**config.mk**
```make
export PLATFORM = sky130hd
export DESIGN_NAME = pamw_port_a_mux
export DESIGN_NICKNAME = d
export VERILOG_FILES = /design/src/design/pamw_pkg.sv /design/src/design/pamw_cpu_clock_output_div.sv /design/src/design/pamw_port_a_mux.sv
export SDC_FILE = /design/constraint.sdc
export NUM_CORES = 1
export LEC_CHECK = 0
export ABC_AREA = 1
export BUFFER_PORTS_ARGS = -buffer_cell sky130_fd_sc_hd__buf_2
export CAP_MARGIN = 20
export CORE_ASPECT_RATIO = 0.9
export CORE_UTILIZATION = 57
export DETAILED_ROUTE_END_ITERATION = 10
export GPL_ROUTABILITY_DRIVEN = 0
export PLACE_DENSITY = 0.76
export SLEW_MARGIN = 20
export SYNTH_ARGS = -nofsm -noshare
export SYNTH_HDL_FRONTEND = slang
export SYNTH_HIERARCHICAL = 1
export SYNTH_SLANG_ARGS = --single-unit
export TNS_END_PERCENT = 20
```
**constraint.sdc**
```tcl
create_clock -name i_clk -period 1.8 [get_ports i_clk]
set_input_delay 0.18 -clock i_clk [delete_from_list [all_inputs] [get_ports i_clk]]
set_output_delay 0.18 -clock i_clk [all_outputs]
set_load 0.01 [all_outputs]
```
**src/design/pamw_pkg.sv**
```systemverilog
// package: register map, field positions, reset values and counts
package pamw_pkg;

  // ************************************************************
  // bus widths
  // ************************************************************
  localparam int ADDR_W = 4;                  // register address width
  localparam int DATA_W = 8;                  // register data width

  // ************************************************************
  // register offsets
  // ************************************************************
  localparam logic [3:0] OFF_CPU_CTRL  = 4'h0; // cpu_control_status
  localparam logic [3:0] OFF_ALT_CFG   = 4'h1; // port_a_alt_config
  localparam logic [3:0] OFF_IF_CFG    = 4'h2; // interface_config
  localparam logic [3:0] OFF_FIFO_POL  = 4'h3; // fifo_pin_polarity
  localparam logic [3:0] OFF_PA_OE     = 4'h4; // port_a_output_enable
  localparam logic [3:0] OFF_PA_DATA   = 4'h5; // port data, reads pins
  localparam logic [3:0] OFF_WAKE_CTRL = 4'h6; // resume control
  localparam logic [3:0] OFF_TRIG      = 4'h7; // trigger type and pending

  // ************************************************************
  // field positions
  // ************************************************************
  localparam int BIT_CLK_TRI    = 1;  // cpu_control_status: float clock pin
  localparam int BIT_SPEED_LO   = 3;  // cpu_control_status: speed [4:3]
  localparam int BIT_SPEED_HI   = 4;
  localparam int BIT_ALT_IRQ0   = 0;  // port_a_alt_config: pin 0 is irq
  localparam int BIT_ALT_IRQ1   = 1;  // port_a_alt_config: pin 1 is irq
  localparam int BIT_RD_POL     = 4;  // fifo_pin_polarity: read drive level
  localparam int BIT_WAKE_EN    = 1;  // resume control: enable
  localparam int BIT_WAKE_POL   = 4;  // resume control: polarity
  localparam int BIT_WAKE_FLAG  = 6;  // resume control: event flag, w1c
  localparam int BIT_WAKE_SEL   = 7;  // resume control: pin 3 function
  localparam int BIT_TRIG0      = 0;  // irq_zero_trigger_type
  localparam int BIT_TRIG1      = 1;  // irq_one_trigger_type
  localparam int BIT_PEND0      = 4;  // irq zero edge pending, w1c
  localparam int BIT_PEND1      = 5;  // irq one edge pending, w1c

  // ************************************************************
  // interface modes and clock speeds
  // ************************************************************
  localparam logic [1:0] IF_MODE_PORT   = 2'h0; // plain port pins
  localparam logic [1:0] IF_MODE_MASTER = 2'h2; // programmable master
  localparam logic [1:0] IF_MODE_SLAVE  = 2'h3; // slave fifo
  localparam logic [1:0] SPEED_12       = 2'h0; // slowest clock
  localparam logic [1:0] SPEED_24       = 2'h1; // middle clock
  localparam logic [1:0] SPEED_48       = 2'h2; // fastest clock

  // ************************************************************
  // divider counts: half periods of the clock output in cycles, minus one
  // ************************************************************
  localparam logic [1:0] HALF_12 = 2'h3;       // toggle every 4 cycles
  localparam logic [1:0] HALF_24 = 2'h1;       // toggle every 2 cycles
  localparam logic [1:0] HALF_48 = 2'h0;       // toggle every cycle

  // ************************************************************
  // reset values
  // ************************************************************
  localparam logic [7:0] RST_REG8 = 8'h00;     // all control bytes clear
  localparam logic [3:0] RST_NIB  = 4'h0;      // port nibbles clear

endpackage

```
**src/design/pamw_cpu_clock_output_div.sv**
```systemverilog
// clock output divider with speed select and tri-state control
`timescale 1ns/10ps
`default_nettype none

module pamw_cpu_clock_output_div
  import pamw_pkg::*;
(
  input  wire logic       i_clk,      // core clock
  input  wire logic       i_rst_n,    // async reset, active low
  input  wire logic [1:0] i_speed,    // speed select
  input  wire logic       i_tristate, // float the pin when high
  output logic            o_clk,      // divided clock level
  output logic            o_oe        // pin driver enable
);

  // ************************************************************
  // state
  // ************************************************************
  logic [1:0] cnt_reg;   // half-period counter
  logic [1:0] cnt_next;
  logic       clk_reg;   // output clock level
  logic       clk_next;
  logic       oe_reg;    // output enable
  logic       oe_next;
  logic [1:0] half;      // chosen half-period terminal count

  // next state: all speeds derive from the same core clock, so every
  // choice stays phase locked to the crystal reference
  always_comb begin
    case (i_speed)
      SPEED_12: half = HALF_12;    // default after reset
      SPEED_24: half = HALF_24;
      SPEED_48: half = HALF_48;
      default:  half = HALF_48;    // spare code runs fastest
    endcase
    if (cnt_reg >= half) begin
      cnt_next = 2'h0;
      clk_next = ~clk_reg;         // one phase-locked edge
    end else begin
      cnt_next = cnt_reg + 2'h1;
      clk_next = clk_reg;
    end
    oe_next = ~i_tristate;         // float when software asks
  end

  // registers only
  always_ff @(posedge i_clk or negedge i_rst_n) begin
    if (!i_rst_n) begin
      cnt_reg <= 2'h0;
      clk_reg <= 1'b0;
      oe_reg  <= 1'b1;
    end else begin
      cnt_reg <= cnt_next;
      clk_reg <= clk_next;
      oe_reg  <= oe_next;
    end
  end

  assign o_clk = clk_reg;
  assign o_oe  = oe_reg;

  // slowest speed holds each level for four cycles
  clk_slow_hold_a: assert property (
    @(posedge i_clk) disable iff (!i_rst_n)
    (i_speed == SPEED_12) [*5] ##0 $changed(clk_reg) |->
      $past(clk_reg, 1) == $past(clk_reg, 4))
    else $error("clock output level not held four cycles");

endmodule

`default_nettype wire

```
**src/design/pamw_port_a_mux.sv**
```systemverilog
// port a pin mux: four pins, external irqs, fifo read drive, resume pin
//
// Functional notes
// - clock output phase locked, three speeds
// - clock output starts at slowest speed
// - control bit one floats the clock pin
// - pin zero: port bit or irq zero
// - irq zero edge or level by type
// - pin one: port bit or irq one
// - pin two: port bit or read drive
// - read drive gates fifo bus, programmable polarity
// - pin three function from resume select, enable
// - resume pin needs enable, polarity programmable
// - resume transition in suspend restarts, interrupts
// - asserted resume pin blocks suspend entry
// - low reset pin clears all logic but sets the clock output enable
// - mode bits choose port or slave fifo; master code gives port behaviour
//
// The address-and-strobe port and the placing of the registers were chosen for this implementation.
`timescale 1ns/10ps
`default_nettype none

module pamw_port_a_mux
  import pamw_pkg::*;
(
  input  wire logic        i_clk,          // core clock, 10 MHz
  input  wire logic        i_rst_n,        // reset pin, active low
  input  wire logic [3:0]  i_addr,         // register address
  input  wire logic [7:0]  i_wdata,        // register write data
  input  wire logic        i_wr,           // write strobe
  input  wire logic        i_rd,           // read strobe
  output logic      [7:0]  o_rdata,        // read data, cycle after i_rd
  input  wire logic [3:0]  i_pa_in,        // port a pin levels
  output logic      [3:0]  o_pa_out,       // port a drive levels
  output logic      [3:0]  o_pa_oe,        // port a drive enables
  input  wire logic        i_cpu_suspended,// processor is suspended
  output logic             o_irq_zero,     // irq zero request to cpu
  output logic             o_irq_one,      // irq one request to cpu
  output logic             o_fifo_bus_oe,  // fifo data bus drive enable
  output logic             o_wake_osc,     // one-cycle oscillator start
  output logic             o_wake_irq,     // resume interrupt, sticky
  output logic             o_suspend_block,// forbid suspend entry
  output logic             o_cpu_clock_output,       // clock output level
  output logic             o_cpu_clock_output_oe     // clock output enable
);

  // ************************************************************
  // control registers
  // ************************************************************
  logic [7:0] cpu_ctrl_reg, cpu_ctrl_next;   // cpu_control_status
  logic [7:0] alt_cfg_reg,  alt_cfg_next;    // port_a_alt_config
  logic [7:0] if_cfg_reg,   if_cfg_next;     // interface_config
  logic [7:0] fifo_pol_reg, fifo_pol_next;   // fifo_pin_polarity
  logic [3:0] pa_oe_reg,    pa_oe_next;      // port_a_output_enable
  logic [3:0] pa_dat_reg,   pa_dat_next;     // port output data
  logic [7:0] wake_reg,     wake_next;       // resume control
  logic [7:0] trig_reg,     trig_next;       // trigger types, pending
  logic [7:0] rdata_reg,    rdata_next;      // read return

  // ************************************************************
  // pin state
  // ************************************************************
  logic [3:0] pin_prev_reg, pin_prev_next;   // last cycle pin levels
  logic [3:0] oe_out_reg,   oe_out_next;     // registered pin enables
  logic       irq0_reg,     irq0_next;       // irq zero request
  logic       irq1_reg,     irq1_next;       // irq one request
  logic       fifo_oe_reg,  fifo_oe_next;    // fifo bus enable
  logic       osc_reg,      osc_next;        // oscillator start pulse
  logic       blk_reg,      blk_next;        // suspend block

  // decoded functions
  logic       alt0, alt1, alt2, alt3;        // pin in alternate role
  logic       fell0, fell1;                  // falling edges on irq pins
  logic       wake_on;                       // resume input active
  logic       wake_edge;                     // resume pin transition
  logic       wake_assert;                   // resume pin at its level

  // ************************************************************
  // function decode
  // ************************************************************
  // combinational decode of pin roles from the config registers
  always_comb begin
    alt0 = alt_cfg_reg[BIT_ALT_IRQ0];
    alt1 = alt_cfg_reg[BIT_ALT_IRQ1];
    // spare mode code falls back to port behaviour
    alt2 = (if_cfg_reg[1:0] == IF_MODE_SLAVE);
    alt3 = wake_reg[BIT_WAKE_SEL] & ~pa_oe_reg[3];
    wake_on = alt3 & wake_reg[BIT_WAKE_EN];
    wake_assert = wake_on & (i_pa_in[3] == wake_reg[BIT_WAKE_POL]);
    // history resets low, but wake_on is off after reset, so a pin that
    // idles high cannot fake a resume transition
    wake_edge = wake_on & (i_pa_in[3] ^ pin_prev_reg[3]);
    // a low history after reset gives no false falling edge
    fell0 = pin_prev_reg[0] & ~i_pa_in[0];
    fell1 = pin_prev_reg[1] & ~i_pa_in[1];
  end

  // ************************************************************
  // register file
  // ************************************************************
  // next values of the control bytes; flags set by hardware win over a
  // software clear in the same cycle so no event is lost
  always_comb begin
    cpu_ctrl_next = cpu_ctrl_reg;
    alt_cfg_next  = alt_cfg_reg;
    if_cfg_next   = if_cfg_reg;
    fifo_pol_next = fifo_pol_reg;
    pa_oe_next    = pa_oe_reg;
    pa_dat_next   = pa_dat_reg;
    wake_next     = wake_reg;
    trig_next     = trig_reg;
    if (i_wr) begin
      case (i_addr)
        OFF_CPU_CTRL:  cpu_ctrl_next = i_wdata;
        OFF_ALT_CFG:   alt_cfg_next  = i_wdata;
        OFF_IF_CFG:    if_cfg_next   = i_wdata;
        OFF_FIFO_POL:  fifo_pol_next = i_wdata;
        OFF_PA_OE:     pa_oe_next    = i_wdata[3:0];
        OFF_PA_DATA:   pa_dat_next   = i_wdata[3:0];
        OFF_WAKE_CTRL: begin
          // flag is write-one-to-clear, other bits plain storage
          wake_next = {i_wdata[7], wake_reg[6] & ~i_wdata[6],
                       i_wdata[5:0]};
        end
        OFF_TRIG: begin
          trig_next = {2'h0, trig_reg[5] & ~i_wdata[5],
                       trig_reg[4] & ~i_wdata[4], i_wdata[3:0]};
        end
        default: begin
          // unmapped address: write ignored
        end
      endcase
    end
    // edge events latch into pending bits
    if (alt0 & trig_reg[BIT_TRIG0] & fell0) begin
      trig_next[BIT_PEND0] = 1'b1;
    end
    if (alt1 & trig_reg[BIT_TRIG1] & fell1) begin
      trig_next[BIT_PEND1] = 1'b1;
    end
    // any transition of the enabled resume pin while suspended raises the resume interrupt
    if (wake_edge & i_cpu_suspended) begin
      wake_next[BIT_WAKE_FLAG] = 1'b1;
    end
  end

  // read mux: data appear the cycle after the strobe and only then
  always_comb begin
    rdata_next = 8'h00;
    if (i_rd) begin
      case (i_addr)
        OFF_CPU_CTRL:  rdata_next = cpu_ctrl_reg;
        OFF_ALT_CFG:   rdata_next = alt_cfg_reg;
        OFF_IF_CFG:    rdata_next = if_cfg_reg;
        OFF_FIFO_POL:  rdata_next = fifo_pol_reg;
        OFF_PA_OE:     rdata_next = {4'h0, pa_oe_reg};
        OFF_PA_DATA:   rdata_next = {4'h0, i_pa_in};  // live pin levels
        OFF_WAKE_CTRL: rdata_next = wake_reg;
        OFF_TRIG:      rdata_next = trig_reg;
        default:       rdata_next = 8'h00;            // unmapped reads 0
      endcase
    end
  end

  // ************************************************************
  // pin drive and request outputs
  // ************************************************************
  // enables drop one cycle after a pin takes its alternate input role, so a
  // stale output enable can fight the outside driver for that one cycle only
  always_comb begin
    pin_prev_next = i_pa_in;
    oe_out_next   = pa_oe_reg & ~{alt3, alt2, alt1, alt0};
    // level mode: request follows the low pin; edge mode: pending bit
    irq0_next = alt0 & (trig_reg[BIT_TRIG0] ? trig_next[BIT_PEND0]
                                            : ~i_pa_in[0]);
    irq1_next = alt1 & (trig_reg[BIT_TRIG1] ? trig_next[BIT_PEND1]
                                            : ~i_pa_in[1]);
    // external party drives read enable; bus drives at chosen level
    fifo_oe_next = alt2 &
                   (i_pa_in[2] == fifo_pol_reg[BIT_RD_POL]);
    osc_next = wake_edge & i_cpu_suspended;
    blk_next = wake_assert;
  end

  // all state clears while the reset pin is low, except the divider's clock output enable, which sets
  always_ff @(posedge i_clk or negedge i_rst_n) begin
    if (!i_rst_n) begin
      cpu_ctrl_reg <= RST_REG8;
      alt_cfg_reg  <= RST_REG8;
      if_cfg_reg   <= RST_REG8;
      fifo_pol_reg <= RST_REG8;
      pa_oe_reg    <= RST_NIB;
      pa_dat_reg   <= RST_NIB;
      wake_reg     <= RST_REG8;
      trig_reg     <= RST_REG8;
      rdata_reg    <= RST_REG8;
      pin_prev_reg <= RST_NIB;
      oe_out_reg   <= RST_NIB;
      irq0_reg     <= 1'b0;
      irq1_reg     <= 1'b0;
      fifo_oe_reg  <= 1'b0;
      osc_reg      <= 1'b0;
      blk_reg      <= 1'b0;
    end else begin
      cpu_ctrl_reg <= cpu_ctrl_next;
      alt_cfg_reg  <= alt_cfg_next;
      if_cfg_reg   <= if_cfg_next;
      fifo_pol_reg <= fifo_pol_next;
      pa_oe_reg    <= pa_oe_next;
      pa_dat_reg   <= pa_dat_next;
      wake_reg     <= wake_next;
      trig_reg     <= trig_next;
      rdata_reg    <= rdata_next;
      pin_prev_reg <= pin_prev_next;
      oe_out_reg   <= oe_out_next;
      irq0_reg     <= irq0_next;
      irq1_reg     <= irq1_next;
      fifo_oe_reg  <= fifo_oe_next;
      osc_reg      <= osc_next;
      blk_reg      <= blk_next;
    end
  end

  // ************************************************************
  // clock output
  // ************************************************************
  pamw_cpu_clock_output_div u_cpu_clock_output (
    .i_clk      (i_clk),
    .i_rst_n    (i_rst_n),
    .i_speed    (cpu_ctrl_reg[BIT_SPEED_HI:BIT_SPEED_LO]),
    .i_tristate (cpu_ctrl_reg[BIT_CLK_TRI]),
    .o_clk      (o_cpu_clock_output),
    .o_oe       (o_cpu_clock_output_oe)
  );

  assign o_rdata         = rdata_reg;
  assign o_pa_out        = pa_dat_reg;
  assign o_pa_oe         = oe_out_reg;
  assign o_irq_zero      = irq0_reg;
  assign o_irq_one       = irq1_reg;
  assign o_fifo_bus_oe   = fifo_oe_reg;
  assign o_wake_osc      = osc_reg;
  assign o_wake_irq      = wake_reg[BIT_WAKE_FLAG];
  assign o_suspend_block = blk_reg;

  // ************************************************************
  // checks
  // ************************************************************
  clk_tristate_a: assert property (
    @(posedge i_clk) disable iff (!i_rst_n)
    cpu_ctrl_reg[BIT_CLK_TRI] |=> !o_cpu_clock_output_oe)
    else $error("clock pin driven while tri-state requested");

  clk_drive_a: assert property (
    @(posedge i_clk) disable iff (!i_rst_n)
    !cpu_ctrl_reg[BIT_CLK_TRI] |=> o_cpu_clock_output_oe)
    else $error("clock pin floating while drive requested");

  irq0_level_a: assert property (
    @(posedge i_clk) disable iff (!i_rst_n)
    alt_cfg_reg[0] && !trig_reg[0] && !i_pa_in[0] |=> o_irq_zero)
    else $error("level irq zero not raised for low pin");

  irq0_edge_a: assert property (
    @(posedge i_clk) disable iff (!i_rst_n)
    alt_cfg_reg[0] && trig_reg[0] && $fell(i_pa_in[0])
      |=> o_irq_zero && trig_reg[4])
    else $error("edge irq zero not latched");

  irq1_edge_a: assert property (
    @(posedge i_clk) disable iff (!i_rst_n)
    alt_cfg_reg[1] && trig_reg[1] && $fell(i_pa_in[1])
      |=> o_irq_one && trig_reg[5])
    else $error("edge irq one not latched");

  // the pin enable follows the register one cycle late, so compare with
  // the value the register held when the enable was computed
  irq1_mode_a: assert property (
    @(posedge i_clk) disable iff (!i_rst_n)
    !alt_cfg_reg[1] |=> !o_irq_one && o_pa_oe[1] == $past(pa_oe_reg[1]))
    else $error("irq one active while pin one is a port bit");

  alt_oe_off_a: assert property (
    @(posedge i_clk) disable iff (!i_rst_n)
    alt0 || alt1 || alt2 || alt3
      |=> (o_pa_oe & $past({alt3, alt2, alt1, alt0})) == 4'h0)
    else $error("pin driven while serving an alternate input");

  fifo_drive_a: assert property (
    @(posedge i_clk) disable iff (!i_rst_n)
    o_fifo_bus_oe |-> $past(if_cfg_reg[1:0]) == IF_MODE_SLAVE &&
      $past(i_pa_in[2]) == $past(fifo_pol_reg[4]))
    else $error("fifo bus enabled without matching read drive");

  wake_event_a: assert property (
    @(posedge i_clk) disable iff (!i_rst_n)
    wake_on && i_cpu_suspended && $changed(i_pa_in[3])
      |=> o_wake_osc && o_wake_irq)
    else $error("resume transition did not wake");

  // the start pulse repeats only if the pin moved again; a pin that
  // toggles every cycle legally keeps it high
  wake_pulse_a: assert property (
    @(posedge i_clk) disable iff (!i_rst_n)
    o_wake_osc |-> $past(wake_on && i_cpu_suspended) &&
      $past(i_pa_in[3]) != $past(i_pa_in[3], 2))
    else $error("oscillator start without resume transition");

  wake_block_a: assert property (
    @(posedge i_clk) disable iff (!i_rst_n)
    o_suspend_block |-> $past(wake_reg[1]) && !$past(pa_oe_reg[3]))
    else $error("suspend blocked without enabled resume pin");

  port_dir_a: assert property (
    @(posedge i_clk) disable iff (!i_rst_n)
    $rose(i_rst_n) |-> o_pa_oe == 4'h0 && !o_irq_zero)
    else $error("port pins not inputs after reset");

endmodule

`default_nettype wire

```
==> results_dict.tcl, run 1 <==
set metrics [dict create \
    outcome "finished, final reports clean" \
    vias 2834 \
    final_cell_mix "nand2_1, dfrtp_1, nand3_1, buf_2" \
    cts-htree-levels 3 \
    finalMaxSlewViolations 0 \
    final_common_cell "nand2_1" \
    p_per_area_nw_per_um2 1180 \
    cp_max_fo 4 \
    tns_ps 0 \
    synth-main-ff-cell "dfrtp_1" \
    viasPerCell 5.52 \
    io_buffers 44 \
    track_usage_pct 26.6 \
    antenna_found_initial 0 \
    cts_tree "done" \
    io_pins 45 \
    synth_cells 384 \
    path_class "reg2reg" \
    slew_headroom_pct 59.3 \
    power.total_mw 4.82 \
    die_x_um 85.0 \
    dp_hpwl_um 5460 \
    rsz0062_at_grt "no" \
    max_stage_delay_ps 410 \
    clock_latency_ps 350 \
    path_clk_slew_ps 80 \
    clkSinkCount 78 \
    netlist_area_um2 3540 \
    ir_worst_vdd_mv 1.20 \
    ant_nets 0 \
    die_h_um 76.7 \
    cp-end-kind "flip-flop" \
    reg2reg_depth 6 \
    root_buffer "clkbuf_8" \
    avgRoutedWirePerCell_um 15.2 \
    clockBufferDepth 2 \
    worst_slack_ps 376 \
    die_area_um2 6520 \
    grt_start_max_net_pins 48 \
    diodes 0 \
    yosys.area.top_type_share_pct 54.5 \
    synth-warning-count 6 \
    slowest_stage "dfrtp_1" \
    final-setup-viol-count 0 \
    mappedNetlistNets 407 \
    finalCritPeriodShare_pct 79.1 \
    fin_nets 461 \
    grt_pass1_vias 2732 \
    synthTopCellsByArea "dfrtp_1, nand2_1, nand3_1, o21ai_0, o21ai_2" \
    numCtsBuffers 9 \
    fin_skew_ps 10.7 \
    hold_viol_final 0 \
    crit_chain "or2_2 -> ha_1 -> nand2_1 -> nand3_2 -> nand2_1 -> nand2_1" \
    final_cells 513 \
    utilization_pct 70.2 \
    synth_cell_types 30 \
    area_growth_syn_to_layout_pct 15.7 \
    placed_cells 493 \
    core-area_um2 5820 \
    syn_area_per_cell_um2 9.21 \
    fmax_mhz 702 \
    synth_top_area_cell "dfrtp_1" \
    wirelength_um 7820 \
    synth_edf_count 0 \
    first_iter_violations 268 \
    hp-class "in2reg" \
    critPathRequiredTime_ps 2040 \
    critPathLaunchType "flip-flop" \
    grt_pass1_wl_um 13300 \
    worstMarginPinSlew_ps 611 \
    drv_cap 0 \
    pre_cts_slack_ps 370 \
    first_pass_iters 5 \
    start_util_pct 60.7 \
    yosysSeqAreaShare_pct 55.2 \
    async_reset_ff_share_pct 100 \
    min_period_ps 1420 \
    grt_overflow 0 \
    min_path_cells 3 \
    cp.arrival_ps 1660 \
    critPathMostFrequentCell "nand2_1" \
    drive_gt1_share_pct 23.9 \
    post-route-drc-count 0 \
    ys_ff_latch 78 \
    rows 26 \
    p_leak_nw 2.11 \
    rrSetupSlack_ps 380 \
    cts_setup_buffers 0 \
]
[cells by family (layout without fill, tap and decap cells)]
logic type / count (synthesis) / in the layout / share of synthesized area [%]
compound gates: 63 / 63 / 10.7
xor+xnor: 3 / 3 / 0.743
fa+ha+maj: 2 / 2 / 0.708
buf+inv: 45 / 104 / 6.69
flops: 78 / 78 / 55.2
simple gates: 193 / 193 / 26.0
[what timing repair did]
action,4_1_cts,5_1_grt
gates resized for setup,0,0
hold buffers,4,0
endpoints found under the hold margin,46,0
[critical path, delay by kind of cell, from the launching register on]
family / cells / cell delay, ps
adder cells (fa/ha/maj): 1 / 290
flip-flops: 1 / 410
AND/OR/NAND/NOR: 5 / 610
[cell type report]
cell class / instances / area [um^2]
Inverter: 31 / 116
Clock buffer: 11 / 151
Sequential cell: 78 / 1950
Clock inverter: 5 / 105
Multi-Input combinational cell: 261 / 1350
Fill cell: 451 / 1730
Tap cell: 70 / 87.6
Timing Repair Buffer: 57 / 330
[power breakdown]
part	internal [mW]	leakage [nW]	total (mW)	switching (mW)
clock	0.996	0.122	1.63	0.634
sequential	2.10	0.998	2.34	0.236
combinational	0.354	0.991	0.851	0.497
total	3.46	2.11	4.82	1.37
[per-layer routing]
layer | GRT usage, % | share of wire (%) | vias up
met5 | 0 | 0 | -
met4 | 6.61 | 1.1 | 0
met3 | 6.57 | 6.6 | 9
met2 | 41.6 | 46 | 97
met1 | 37.6 | 47 | 1367
li1 | - | - | 1361
[worst paths after layout]
| path | start | to |
|---|---|---|
| min in group asynchronous | i_rst_n | o_irq_zero |
| worst max register to register | cpu_ctrl_reg[4] | u_cpu_clock_output/o_clk |
| worst max-delay path | cpu_ctrl_reg[4] | u_cpu_clock_output/o_clk |
| worst min-delay path | i_cpu_suspended | o_wake_osc |
| worst min register to register | cpu_ctrl_reg[1] | u_cpu_clock_output/o_oe |
| max in group asynchronous | i_rst_n | if_cfg_reg[3] |
[metrics by stage]
step                hold slack, ps  instance area [um^2]
floorplan                     -116                  3540
global placement               227                  3790
detailed placement             229                  3790
CTS                           43.4                  4090
global route                  53.5                  4090
finish                        42.7                  4090
[synthesized netlist by cell type, types with 2 or more instances]
cell       n
inv_1     27
a21boi_0   2
nand3b_1   3
nand2_1   95
buf_6      7
buf_4      3
xor2_1     2
o21ai_1   13
inv_2      3
dfrtp_1   77
nor2_4     7
nor2_1    21
o21ai_0   27
a21oi_1    6
ha_1       2
nand3_1   53
buf_2      3
nand2_2    5
nand3_2    3
o21ai_2   15
Note: power is estimated with default switching activity, not from simulation.
==> inputs of run 2 (changes only) <==
clock period = 1.4 ns   (was 1.8 ns; I/O delays follow)
==> run 2 against run 1 <==
Net effect:
- clock-buffer cell count up 1
- power up 26%
- critical path type unchanged
- via count up 1.0%
- critical endpoint unchanged
- register-to-register slack worse by 280 ps
- maximum frequency up 8.9%
- global-route usage up 0.89 points
==> results_dict.tcl, run 2 (same netlist as run 1, synthesis figures left out) <==
set metrics [dict create \
    outcome "finished, final reports clean" \
    cp-end-kind "flip-flop" \
    root_buffer "clkbuf_8" \
    finalMaxSlewViolations 0 \
    viasPerCell 5.53 \
    path_class "reg2reg" \
    ant_nets 0 \
    critPathMostFrequentCell "nand2_1" \
    fmax_mhz 765 \
    fin_skew_ps 6.45 \
    crit_buf_inv 0 \
    hold_viol_final 0 \
    fillCellCount 460 \
    critPathLaunchType "flip-flop" \
    cp.arrival_ps 1550 \
    utilization_pct 71.0 \
    rows 26 \
    core-area_um2 5820 \
    avgRoutedWirePerCell_um 15.5 \
    cts_tree "done" \
    finalCritPeriodShare_pct 93.4 \
    met1_length_um 3680 \
    slew_headroom_pct 73.6 \
    final_cell_mix "nand2_1, dfrtp_1, nand3_1, buf_2" \
    grt_pass1_vias 2744 \
    worstMarginPinSlew_ps 394 \
    numCtsBuffers 9 \
    path_clk_slew_ps 70 \
    io_buffers 44 \
    track_usage_pct 27.5 \
    antenna_found_initial 0 \
    drive_gt1_share_pct 25.0 \
    grt_overflow 0 \
    grt_start_max_net_pins 39 \
    highest_layer "met4" \
    dp_hpwl_um 5700 \
    die_area_um2 6520 \
    clkSinkCount 78 \
    die_x_um 85.0 \
    die_h_um 76.7 \
    grt_pass1_wl_um 13600 \
    start_util_pct 60.7 \
    crit_chain "or2_2 -> ha_4 -> nand2_2 -> nand3_2 -> nand2_1 -> nand2_1" \
    hp-class "in2reg" \
    met2_length_um 3620 \
    io_pins 45 \
    final-setup-viol-count 0 \
    post-route-drc-count 0 \
    cts-htree-levels 3 \
    slowest_stage "dfrtp_1" \
    area_growth_syn_to_layout_pct 16.9 \
    clockBufferDepth 2 \
    rsz0062_at_grt "no" \
    worst_hold_slack_ps 72.4 \
    p_leak_nw 2.13 \
    diodes 0 \
    placed_cells 497 \
    wirelength_um 8050 \
    first_iter_violations 201 \
    ir_worst_vdd_mv 1.09 \
    cp_top_family "simple AND/OR/NAND/NOR gates" \
    p_per_area_nw_per_um2 1470 \
    vias 2863 \
    final_common_cell "nand2_1" \
    max_stage_delay_ps 400 \
    drv_cap 0 \
    final_area_um2 4130 \
    dr_wl_met3_um 537 \
    fin_nets 467 \
    final_cells 518 \
    cp_max_fo 3 \
    critPathRequiredTime_ps 1640 \
    tns_ps 0 \
    place_area_um2 3840 \
    min_period_ps 1310 \
    first_pass_iters 5 \
    clock_latency_ps 350 \
]
==> run 2: final cells by class <==
type                       instances  area (um^2)  share of cell area (%)
timing repair buffer              63          390                    9.44
clock buffer                      12          155                    3.75
multi-input combinational        261         1360                    33.0
sequential                        78         1950                    47.2
inverter                          31          116                    2.81
clock inverter                     3         67.6                    1.63
tap                               70         87.6                    2.12
==> run 2: routing by layer <==
layer / up-vias / GRT usage [%]
met5: - / 0
met4: 0 / 9.49
met3: 20 / 8.61
met2: 101 / 41.9
met1: 1369 / 37.6
li1: 1373 / -
==> run 2: worst min-delay path, stage by stage <==
cell	delay (ps)
buf_2	100
xor2_1	60
nor2_1	80
==> run 2: worst paths after layout <==
path / from / end / slack (ps) / cells past startpoint
max reg2reg: cpu_ctrl_reg[3] / u_cpu_clock_output/o_clk / 90 / 6
max in group asynchronous: i_rst_n / o_rdata[5] / 620 / 3
min: i_pa_in[2] / o_fifo_bus_oe / 70 / 3
max: cpu_ctrl_reg[3] / u_cpu_clock_output/o_clk / 90 / 6
min reg2reg: cpu_ctrl_reg[1] / u_cpu_clock_output/o_oe / 450 / 1
min in group asynchronous: i_rst_n / alt_cfg_reg[0] / 210 / 2
==> run 2: timing repair <==
action	CTS	global route
gates resized for setup	0	3
buffers inserted	0	1
hold buffers	5	0
endpoints found under the setup margin	0	2
endpoints found under the hold margin	59	0
==> run 2: through the flow <==
stage | power, mW | setup slack [ps]
4_1_cts | 6.05 | 14.7
6_report | 6.07 | 92.5
3_5_place_dp | 4.17 | 24.9
3_3_place_gp | 4.11 | 64.5
2_1_floorplan | 3.72 | 62.6
5_1_grt | 6.41 | 38.1
==> run 2: where the power goes <==
| part | switching [mW] | leakage [nW] | internal (mW) |
|---|---|---|---|
| clock | 0.779 | 0.109 | 1.09 |
| sequential | 0.316 | 0.998 | 2.71 |
| combinational | 0.671 | 1.03 | 0.509 |
